### src/iwc_map.svh
// register offsets, field positions, reset values and timing counts
`ifndef IWC_MAP_SVH
`define IWC_MAP_SVH
// ==========================================
// register byte offsets
`define IWC_LINE_EN_OFS 8'h00
`define IWC_REQ_FLAG_OFS 8'h04
`define IWC_EDGE_SEL_OFS 8'h08
`define IWC_STACK_PTR_OFS 8'h0c
`define IWC_MISC_OFS 8'h10
`define IWC_CMP_CTRL_OFS 8'h14
`define IWC_CMP_SEL_OFS 8'h18
`define IWC_PORT_DIR_OFS 8'h1c
`define IWC_DIG_IN_EN_OFS 8'h20
`define IWC_TMR_SRC_OFS 8'h24
`define IWC_OSC_EN_OFS 8'h28
`define IWC_STATUS_OFS 8'h2c
// ==========================================
// field positions
`define IWC_MISC_FAST_BIT 5
`define IWC_CMP_EN_BIT 7
`define IWC_CMP_WAKE_BIT 6
`define IWC_OSC_HI 0
`define IWC_OSC_LO 1
`define IWC_OSC_EXT 2
// ==========================================
// widths and sizes
`define IWC_LINES 8
`define IWC_TIMERS 6
`define IWC_SYNC_W 17
// ==========================================
// reset values and constants
`define IWC_OSC_RST 3'h3
`define IWC_STACK_RST 8'h00
`define IWC_VECTOR 16'h0010
`define IWC_SP_STEP 8'h02
`define IWC_SRC_SYS 2'h0
// ==========================================
// wake-up delay in low-speed oscillator periods
`define IWC_WAKE_NORMAL 12'd3000
`define IWC_WAKE_FAST 12'd45
`endif

### src/iwc_pkg.sv
// types shared by the interrupt and wake-up controller
`include "iwc_map.svh"
package iwc_pkg;
    // ==========================================
    // power modes
    typedef enum logic [1:0] {
        IWC_ON,
        IWC_SAVE,
        IWC_DOWN,
        IWC_WAKE
    } iwc_mode_t;

    // ==========================================
    // synchroniser state
    typedef struct packed {
        logic [`IWC_SYNC_W-1:0] s1;
        logic [`IWC_SYNC_W-1:0] s2;
        logic [`IWC_SYNC_W-1:0] s3;
        logic [`IWC_SYNC_W-1:0] q;
    } iwc_sync_t;

    // ==========================================
    // controller state
    typedef struct packed {
        iwc_mode_t mode;
        logic gie;
        logic [7:0] line_en;
        logic [7:0] req_flag;
        logic [15:0] edge_sel;
        logic [7:0] stack_pointer_reg;
        logic [7:0] misc;
        logic [7:0] comparator_control_reg;
        logic [7:0] comparator_select_reg;
        logic [7:0] port_direction_bits;
        logic [7:0] dig_in_en;
        logic [11:0] tmr_src;
        logic [2:0] osc_cfg;
        logic [11:0] wake_cnt;
        logic low_speed_rc_osc_q;
        logic [7:0] src_q;
        logic [7:0] pin_q;
        logic ret_pend;
        logic pready;
        logic [31:0] prdata;
        logic pslverr;
        logic stack_we;
        logic stack_re;
        logic [7:0] stack_addr;
        logic [15:0] stack_wdata;
        logic pc_load;
        logic [15:0] pc_value;
        logic cpu_halt;
        logic sysclk_en;
        logic [2:0] osc_en;
        logic progmem_on;
        logic [5:0] timer_run;
        logic resume;
    } iwc_state_t;
endpackage

### src/iwc_sync.sv
// three-stage input synchroniser with agreement filter
`timescale 1ns/100ps
`default_nettype none
`include "iwc_map.svh"
module iwc_sync (
    // clock and reset
    input wire logic pclk,
    input wire logic presetn,
    // raw and filtered levels
    input wire logic [`IWC_SYNC_W-1:0] d,
    output logic [`IWC_SYNC_W-1:0] q
);
    import iwc_pkg::*;

    iwc_sync_t r;
    iwc_sync_t next_r;

    // ==========================================
    // filter
    // stage one is read only by stage two; metastability stays there
    always_comb begin
        next_r = r;
        next_r.s1 = d;
        next_r.s2 = r.s1;
        next_r.s3 = r.s2;
        next_r.q = (r.s2 & r.s3) | (r.q & (r.s2 ^ r.s3));
    end

    always_ff @(posedge pclk or negedge presetn) begin
        if (!presetn) begin
            r <= '0;
        end else begin
            r <= next_r;
        end
    end

    assign q = r.q;
endmodule
`default_nettype wire

### src/iwc_ctrl.sv
// interrupt controller with power-save, power-down and wake-up control
//
// Summary of operation
// - eight request lines, each with its own enable bit
// - hardware sets flags; software clears by writing the flag register
// - flag set on rising, falling or both edges per edge-select field
// - global enable gates all lines; set and clear instructions
// - flags still set when the line enable is zero
// - entry: push pc at sp, sp plus 2, clear global enable, fetch 0x010
// - return: pop pc from stack, sp minus 2, set global enable
// - build option picks one of four pins per external line
// - power-save stops system clock, cpu and program memory; oscillators unchanged
// - power-down stops all oscillators and program memory; state kept
// - in power-save timers on system clock or dead oscillator stop
// - pin toggle wakes power-save when direction and input enable set
// - power-save only: timer on a live non-system clock wakes at match
// - power-save only: comparator wakes when enable and wake bits set
// - power-down wakes only on toggle of input-enabled pin
// - resume after 3000 or 45 low-speed oscillator periods
// - fast boot option forces fast wake; else misc bit 5 selects
// - pin wake resumes after the power instruction, no reset
`timescale 1ns/100ps
`default_nettype none
`include "iwc_map.svh"
module iwc_ctrl (
    // clock and reset
    input wire logic pclk,
    input wire logic presetn,
    // apb slave
    input wire logic psel,
    input wire logic penable,
    input wire logic pwrite,
    input wire logic [7:0] paddr,
    input wire logic [31:0] pwdata,
    output logic [31:0] prdata,
    output logic pready,
    output logic pslverr,
    // build options
    input wire logic [1:0] ext0_sel,
    input wire logic [1:0] ext1_sel,
    input wire logic fast_boot_opt,
    // request sources
    input wire logic [3:0] ext0_pins,
    input wire logic [3:0] ext1_pins,
    input wire logic [5:0] periph_irq,
    // wake sources
    input wire logic [7:0] wake_pins,
    input wire logic [5:0] timer_match,
    input wire logic cmp_event,
    input wire logic low_speed_rc_osc,
    // cpu instruction strobes
    input wire logic engint_req,
    input wire logic disgint_req,
    input wire logic reti_req,
    input wire logic stopexe_req,
    input wire logic stopsys_req,
    input wire logic [15:0] pc_in,
    // stack memory
    output logic stack_we,
    output logic stack_re,
    output logic [7:0] stack_addr,
    output logic [15:0] stack_wdata,
    input wire logic [15:0] stack_rdata,
    // cpu control
    output logic pc_load,
    output logic [15:0] pc_value,
    output logic cpu_halt,
    output logic resume,
    // clock and power control
    output logic sysclk_en,
    output logic [2:0] osc_en,
    output logic progmem_on,
    output logic [5:0] timer_run
);
    import iwc_pkg::*;

    iwc_state_t r;
    iwc_state_t next_r;
    logic [`IWC_SYNC_W-1:0] sync_in;
    logic [`IWC_SYNC_W-1:0] sync_out;
    logic [7:0] src_lvl;
    logic [7:0] edge_hit;
    logic [5:0] tmr_alive;
    logic [7:0] pin_lvl;
    logic low_speed_rc_osc_lvl;

    // ==========================================
    // pin synchronisers
    assign sync_in = {low_speed_rc_osc, wake_pins, ext1_pins, ext0_pins};

    iwc_sync u_sync (
        .pclk(pclk),
        .presetn(presetn),
        .d(sync_in),
        .q(sync_out)
    );

    assign pin_lvl = sync_out[15:8];
    assign low_speed_rc_osc_lvl = sync_out[16];

    assign src_lvl = {periph_irq, sync_out[4 + ext1_sel], sync_out[ext0_sel]};

    // ==========================================
    // per-line edge detection and timer clock health
    genvar gi;
    generate
        for (gi = 0; gi < `IWC_LINES; gi++) begin : g_line
            logic rise;
            logic fall;
            assign rise = src_lvl[gi] & ~r.src_q[gi];
            assign fall = ~src_lvl[gi] & r.src_q[gi];
            always_comb begin
                case (r.edge_sel[2*gi +: 2])
                    2'h0: edge_hit[gi] = rise;
                    2'h1: edge_hit[gi] = fall;
                    default: edge_hit[gi] = rise | fall;
                endcase
            end
        end
        for (gi = 0; gi < `IWC_TIMERS; gi++) begin : g_tmr
            logic [1:0] src;
            assign src = r.tmr_src[2*gi +: 2];
            // timer needs live non-system clock
            // system source short-circuits the enable index
            assign tmr_alive[gi] = (src != `IWC_SRC_SYS) && r.osc_cfg[src - 2'h1];
        end
    endgenerate

    // ==========================================
    // next state
    logic [7:0] pin_toggle;
    logic wake_save;
    logic wake_down;
    logic fast;
    logic low_speed_rc_osc_rise;
    logic pending;
    logic apb_go;
    logic [11:0] wake_target;

    always_comb begin
        next_r = r;
        pin_toggle = pin_lvl ^ r.pin_q;
        low_speed_rc_osc_rise = low_speed_rc_osc_lvl & ~r.low_speed_rc_osc_q;
        fast = fast_boot_opt | r.misc[`IWC_MISC_FAST_BIT];
        wake_target = fast ? `IWC_WAKE_FAST : `IWC_WAKE_NORMAL;
        wake_save = |(pin_toggle & r.port_direction_bits & r.dig_in_en);
        // timer wake only off system clock
        wake_save = wake_save | |(timer_match & tmr_alive);
        wake_save = wake_save | (cmp_event & r.comparator_control_reg[`IWC_CMP_EN_BIT]
            & r.comparator_select_reg[`IWC_CMP_WAKE_BIT]);
        // power-down wakes on input-enabled pin only
        wake_down = |(pin_toggle & r.dig_in_en);
        // enabled pending line and global enable
        pending = r.gie && |(r.req_flag & r.line_en);
        apb_go = psel & penable;

        next_r.src_q = src_lvl;
        next_r.pin_q = pin_lvl;
        next_r.low_speed_rc_osc_q = low_speed_rc_osc_lvl;
        next_r.stack_we = 1'b0;
        next_r.stack_re = 1'b0;
        next_r.pc_load = 1'b0;
        next_r.resume = 1'b0;
        next_r.ret_pend = 1'b0;

        // ==========================================
        // register bus, one wait state; write lands with pready
        // read data latched on the first access cycle of reads and writes, held until the next access
        next_r.pready = apb_go & ~r.pready;
        if (apb_go && !r.pready) begin
            next_r.pslverr = 1'b0;
            next_r.prdata = 32'h0;
            case (paddr)
                `IWC_LINE_EN_OFS: next_r.prdata[7:0] = r.line_en;
                `IWC_REQ_FLAG_OFS: next_r.prdata[7:0] = r.req_flag;
                `IWC_EDGE_SEL_OFS: next_r.prdata[15:0] = r.edge_sel;
                `IWC_STACK_PTR_OFS: next_r.prdata[7:0] = r.stack_pointer_reg;
                `IWC_MISC_OFS: next_r.prdata[7:0] = r.misc;
                `IWC_CMP_CTRL_OFS: next_r.prdata[7:0] = r.comparator_control_reg;
                `IWC_CMP_SEL_OFS: next_r.prdata[7:0] = r.comparator_select_reg;
                `IWC_PORT_DIR_OFS: next_r.prdata[7:0] = r.port_direction_bits;
                `IWC_DIG_IN_EN_OFS: next_r.prdata[7:0] = r.dig_in_en;
                `IWC_TMR_SRC_OFS: next_r.prdata[11:0] = r.tmr_src;
                `IWC_OSC_EN_OFS: next_r.prdata[2:0] = r.osc_cfg;
                `IWC_STATUS_OFS: next_r.prdata[14:0] = {r.mode, r.gie, r.wake_cnt};
                default: next_r.pslverr = 1'b1;
            endcase
        end else if (!apb_go) begin
            next_r.pslverr = 1'b0;
        end
        if (apb_go && r.pready && pwrite) begin
            case (paddr)
                `IWC_LINE_EN_OFS: next_r.line_en = pwdata[7:0];
                `IWC_REQ_FLAG_OFS: next_r.req_flag = r.req_flag & pwdata[7:0];
                `IWC_EDGE_SEL_OFS: next_r.edge_sel = pwdata[15:0];
                `IWC_STACK_PTR_OFS: next_r.stack_pointer_reg = pwdata[7:0];
                `IWC_MISC_OFS: next_r.misc = pwdata[7:0];
                `IWC_CMP_CTRL_OFS: next_r.comparator_control_reg = pwdata[7:0];
                `IWC_CMP_SEL_OFS: next_r.comparator_select_reg = pwdata[7:0];
                `IWC_PORT_DIR_OFS: next_r.port_direction_bits = pwdata[7:0];
                `IWC_DIG_IN_EN_OFS: next_r.dig_in_en = pwdata[7:0];
                `IWC_TMR_SRC_OFS: next_r.tmr_src = pwdata[11:0];
                `IWC_OSC_EN_OFS: next_r.osc_cfg = pwdata[2:0];
                default: ;
            endcase
        end
        // flags set regardless of line enable; set beats clear
        next_r.req_flag = next_r.req_flag | edge_hit;

        // ==========================================
        // mode sequencing
        case (r.mode)
            IWC_ON: begin
                // a pop in flight outranks every new strobe
                if (r.ret_pend) begin
                    // pc back from stack, resume stream
                    next_r.pc_load = 1'b1;
                    next_r.pc_value = stack_rdata;
                end else if (stopexe_req) begin
                    next_r.mode = IWC_SAVE;
                end else if (stopsys_req) begin
                    next_r.mode = IWC_DOWN;
                end else if (reti_req) begin
                    // pop, sp minus 2, global enable on
                    next_r.stack_pointer_reg = r.stack_pointer_reg - `IWC_SP_STEP;
                    next_r.stack_addr = r.stack_pointer_reg - `IWC_SP_STEP;
                    next_r.stack_re = 1'b1;
                    next_r.ret_pend = 1'b1;
                    next_r.gie = 1'b1;
                end else if (pending) begin
                    // push pc, sp plus 2, mask, vector
                    next_r.stack_we = 1'b1;
                    next_r.stack_addr = r.stack_pointer_reg;
                    next_r.stack_wdata = pc_in;
                    next_r.stack_pointer_reg = r.stack_pointer_reg + `IWC_SP_STEP;
                    next_r.gie = 1'b0;
                    next_r.pc_load = 1'b1;
                    next_r.pc_value = `IWC_VECTOR;
                end else if (engint_req) begin
                    next_r.gie = 1'b1;
                end else if (disgint_req) begin
                    next_r.gie = 1'b0;
                end
            end
            IWC_SAVE: begin
                next_r.wake_cnt = 12'h0;
                if (wake_save) begin
                    next_r.mode = IWC_WAKE;
                end
            end
            IWC_DOWN: begin
                next_r.wake_cnt = 12'h0;
                if (wake_down) begin
                    next_r.mode = IWC_WAKE;
                end
            end
            IWC_WAKE: begin
                if (low_speed_rc_osc_rise) begin
                    next_r.wake_cnt = r.wake_cnt + 12'h1;
                end
                // further wake events are ignored while counting
                if (r.wake_cnt >= wake_target) begin
                    // continue after power instruction, no reset
                    next_r.mode = IWC_ON;
                    next_r.resume = 1'b1;
                    next_r.wake_cnt = 12'h0;
                end
            end
            default: next_r.mode = IWC_ON;
        endcase

        // ==========================================
        // clock and power outputs
        // power-save halts cpu, system clock and program memory
        next_r.cpu_halt = next_r.mode != IWC_ON;
        next_r.sysclk_en = next_r.mode == IWC_ON;
        // power-down stops oscillators and program memory
        // low-speed oscillator forced on with the configured ones while waking so the wake count can run
        case (next_r.mode)
            IWC_DOWN: next_r.osc_en = 3'h0;
            IWC_WAKE: next_r.osc_en = r.osc_cfg | 3'h2;
            default: next_r.osc_en = r.osc_cfg;
        endcase
        next_r.progmem_on = next_r.mode == IWC_ON;
        // timers run on live non-system clocks in power-save
        case (next_r.mode)
            IWC_ON: next_r.timer_run = 6'h3f;
            IWC_SAVE: next_r.timer_run = tmr_alive;
            default: next_r.timer_run = 6'h0;
        endcase
    end

    // ==========================================
    // state register
    always_ff @(posedge pclk or negedge presetn) begin
        if (!presetn) begin
            r <= '0;
            r.mode <= IWC_ON;
            r.osc_cfg <= `IWC_OSC_RST;
            r.osc_en <= `IWC_OSC_RST;
            r.stack_pointer_reg <= `IWC_STACK_RST;
            r.sysclk_en <= 1'b1;
            r.progmem_on <= 1'b1;
            r.timer_run <= 6'h3f;
        end else begin
            r <= next_r;
        end
    end

    // ==========================================
    // outputs, all from flops
    assign prdata = r.prdata;
    assign pready = r.pready;
    assign pslverr = r.pslverr;
    assign stack_we = r.stack_we;
    assign stack_re = r.stack_re;
    assign stack_addr = r.stack_addr;
    assign stack_wdata = r.stack_wdata;
    assign pc_load = r.pc_load;
    assign pc_value = r.pc_value;
    assign cpu_halt = r.cpu_halt;
    assign resume = r.resume;
    assign sysclk_en = r.sysclk_en;
    assign osc_en = r.osc_en;
    assign progmem_on = r.progmem_on;
    assign timer_run = r.timer_run;
endmodule
`default_nettype wire

### config.mk
export PLATFORM = sky130hd
export DESIGN_NAME = iwc_ctrl
export DESIGN_NICKNAME = d
export VERILOG_FILES = /design/src/iwc_pkg.sv /design/src/iwc_sync.sv /design/src/iwc_ctrl.sv
export VERILOG_INCLUDE_DIRS = /design/src
export SDC_FILE = /design/constraint.sdc
export NUM_CORES = 1
export LEC_CHECK = 0
export BUFFER_PORTS_ARGS = -buffer_cell sky130_fd_sc_hd__buf_2
export CAP_MARGIN = 20
export CELL_PAD_IN_SITES_DETAIL_PLACEMENT = 1
export CELL_PAD_IN_SITES_GLOBAL_PLACEMENT = 2
export CORE_MARGIN = 1
export CORE_UTILIZATION = 25
export CTS_CLUSTER_DIAMETER = 120
export DETAILED_ROUTE_END_ITERATION = 12
export PLACE_DENSITY_LB_ADDON = 0.05
export SLEW_MARGIN = 25
export SYNTH_ARGS = -nofsm -noshare
export SYNTH_HDL_FRONTEND = slang
export SYNTH_HIERARCHICAL = 1
export SYNTH_SLANG_ARGS = --single-unit
### constraint.sdc
create_clock -name pclk -period 2.9 [get_ports pclk]
set_clock_uncertainty 0.1 [all_clocks]
set_input_delay 0.145 -clock pclk [delete_from_list [all_inputs] [get_ports pclk]]
set_output_delay 0.145 -clock pclk [all_outputs]
set_load 0.05 [all_outputs]
==> impl_results.md <==
- Max IR drop VDD: 307 uV
- FF-to-FF path depth: 9
- CTS buffer count: 35
- Deepest clock path buffer count: 3
- Max Freq: 0.357 GHz
- First-pass GRT wire length: 67,100 um
- CP required: 3.26 ns
- Final setup viols: 0
- Initial drt markers: 455
- Vias/cell: 4.54
- Core area: 51,500 um2
- Syn Area/Cell: 11.2 um2
- Synth Register Bits: 268
- Final setup margin: 0.101 ns
- Wire length after detailed routing: 44,100 um
- Effective utilization at floorplan: 0.254
- Post-synth EDFFs: 0
- Final Hold Viols: 0
- Synth unique cells: 69
- Total power: 11.6 mW
- Dpl hpwl: 32,600 um
- Total GRT Usage: 0.169
- Vias in the first global route: 10,400
- Port bufs: 174
- Worst reg2reg path startpoint: g_tmr[0].src[0]
- CP max stage delay: 0.58 ns
- Total grt overflow: 0
- Max_cap viols: 0
- Main synth FF type: dfrtp_1
- Layout cells sized above 1: 0.245
- Critical Path Sink Type: flip-flop
- Final cell count without fillers: 2,103
- Final worst path period need: 2.80 ns
- DR pass1 iterations: 4
- CP max stage cell: or4_4
- Area after DPL: 14,500 um2
- Worst slack, placed: 0.00547 ns
- Hold crit path type: in2async
- Synth Instances: 1,172
- Worst-path clk slew: 0.05 ns
- Async S/R FF share, synth: 1.00
- Fillers: 5,721
- Design Area, Final: 16,500 um2
- Slew Viols, Final: 0
- Reg2Reg Capture Point: osc_en[1]
- Setup slack, reg-to-reg: 0.10 ns
- Clock sink count: 268
- Critical Path, Cell by Cell: inv_2 -> ha_1 -> mux2_2 -> or3b_1 -> nand4_1 -> or4_4 -> nor4_4 -> nor2_2 -> mux2_4
- Average wire per cell in the routed design: 21.0 um
- Synthesized cell area: 13,100 um2
- H-tree depth: 2
- Initial antenna violation count: 0
- GPL Wtd Cong: 0.827
- Post-route ant nets: 0
- Die X: 231 um
- DP Cell Count: 1,954
- Final worst path period share: 0.965
- CP Launch Type: flip-flop
- Io pins: 207
- Clk root buf: clkbuf_16
- Hold WS: 0.0339 ns
- Area Growth Syn to Fin: 26.4%
- DRC: 0
- Height of the chip: 231 um
- Layout net count: 1,568
- Status: finished, final reports clean
- Largest net degree at the start of global routing: 69
- Worst skew pair latency: 0.55 ns
- Slew headroom: 0.519
- Register area share after synthesis: 0.513
- Synth warn: 6
- CTS tree: yes
- PD cells: 703 nW/um2
- Die ar.: 53,300 um2
- Worst Path Max Fanout: 3
- Row cnt: 83
- Crit Path Category: reg2reg
- WP data arrival: 3.15 ns
- Worst-Margin Slew: 0.714 ns
- Leak: 8.10 nW
- Routed via count: 9,554
## kinds of logic (layout without fill, tap and decap cells)
| group | after synthesis | count (layout) | synth area share |
|---|---|---|---|
| simple gates | 282 | 282 | 0.113 |
| flops | 268 | 268 | 0.513 |
| compound gates | 238 | 238 | 0.119 |
| buf+inv | 192 | 427 | 0.0859 |
| mux | 120 | 120 | 0.105 |
| fa+ha+maj | 53 | 53 | 0.0507 |
| xor+xnor | 18 | 18 | 0.0120 |
| other cells | 1 | 17 | 0.000287 |
## worst max-delay path by stage
stage	slack, ns	from	cells past startpoint	to
2_1_floorplan	0.18	r[172]	8	r[118]
3_3_place_gp	0.03	r[172]	9	osc_en[1]
3_5_place_dp	0.005	r[172]	9	osc_en[1]
4_1_cts	0.02	r[172]	9	osc_en[1]
5_1_grt	-0.02	g_tmr[0].src[0]	9	osc_en[1]
6_report	0.10	g_tmr[0].src[0]	9	osc_en[1]
## worst max-delay path, delay by kind of cell, from the launching register on
kind	cells	cell delay, ns
multiplexers	2	0.64
AND/OR/NAND/NOR	5	1.28
buffers and inverters	1	0.05
adder cells (fa/ha/maj)	1	0.29
flip-flops	1	0.35
## sequential cells by signal, summed over array words and instances, names as in the netlist
signal and count:
cpu_halt 1, g_tmr.src 12, osc_en 3, pc_load 1, pc_value 16, prdata 16, pready 1, progmem_on 1
pslverr 1, r 116, resume 1, stack_addr 8, stack_wdata 16, stack_we 1, timer_run 6, u_sync/next_r 34
u_sync/q 17, u_sync/r 17
## final cells by class
class,count,area (um2),area share
flip-flops and latches,268,6720,0.406
diodes,1,2.50,0.000151
clock inverters,6,95.1,0.00575
inverters,43,161,0.00975
repair buffers,323,2300,0.139
well taps,680,851,0.0514
clock buffers,55,1070,0.0648
multi-input cells,727,5340,0.323
## synthesized netlist by cell type, types with 11 or more instances
cell | count | area share
a21oi_1 | 23 | 0.0088
nand3_1 | 30 | 0.011
and3_1 | 24 | 0.011
mux2_1 | 90 | 0.077
inv_1 | 39 | 0.011
a21o_1 | 36 | 0.021
o21ai_0 | 20 | 0.0076
a22oi_1 | 22 | 0.013
o21ai_1 | 63 | 0.024
a22o_1 | 11 | 0.0074
nor2_1 | 42 | 0.012
dfstp_2 | 11 | 0.022
ha_1 | 53 | 0.051
nand2b_1 | 15 | 0.0072
mux2_2 | 12 | 0.010
xor2_1 | 12 | 0.0080
nor3_1 | 16 | 0.0061
nand2_1 | 90 | 0.026
clkbuf_1 | 38 | 0.011
buf_4 | 99 | 0.057
mux2i_1 | 14 | 0.011
dfrtp_1 | 257 | 0.49
## placed cells by master, fill, tap and decap left out, types with 16 or more instances in the layout
master,netlist,routed
a21o_1,36,36
a21oi_1,23,23
a22oi_1,22,22
and3_1,24,24
buf_2,3,173
buf_4,99,56
clkbuf_16,0,36
conb_1,1,16
dfrtp_1,257,257
dlygate4sd3_1,0,86
ha_1,53,53
inv_1,39,39
mux2_1,90,90
nand2_1,90,90
nand3_1,30,30
nor2_1,42,40
o21ai_0,20,20
o21ai_1,63,63
## what timing repair did
item,CTS,global route
endpoints found under the hold margin,271,0
pin swaps,0,2
hold buffers,86,0
gates resized for setup,2,5
buffers inserted,0,1
endpoints found under the setup margin,10,13
## per-layer routing
| layer | track usage | wire length (um) | vias to the layer above |
|---|---|---|---|
| li1 | - | - | 4491 |
| met1 | 0.230 | 20800 | 4844 |
| met2 | 0.272 | 20500 | 159 |
| met3 | 0.0241 | 1440 | 60 |
| met4 | 0.0639 | 1320 | 0 |
| met5 | 0 | 0 | - |
## metrics by stage
step                 util  TNS [ns]
floorplan               -         0
global placement    0.281         0
global route        0.321    -0.148
finish              0.321         0
detailed placement  0.281         0
CTS                 0.321         0
## power by group
group          internal (mW)  leakage [nW]  switching [mW]
Clock                   2.71         0.574            1.72
Sequential              4.11          3.37           0.310
Combinational          0.986          4.16            1.79
Total                   7.81          8.10            3.82
No activity file was read; power rests on OpenSTA's default activity.
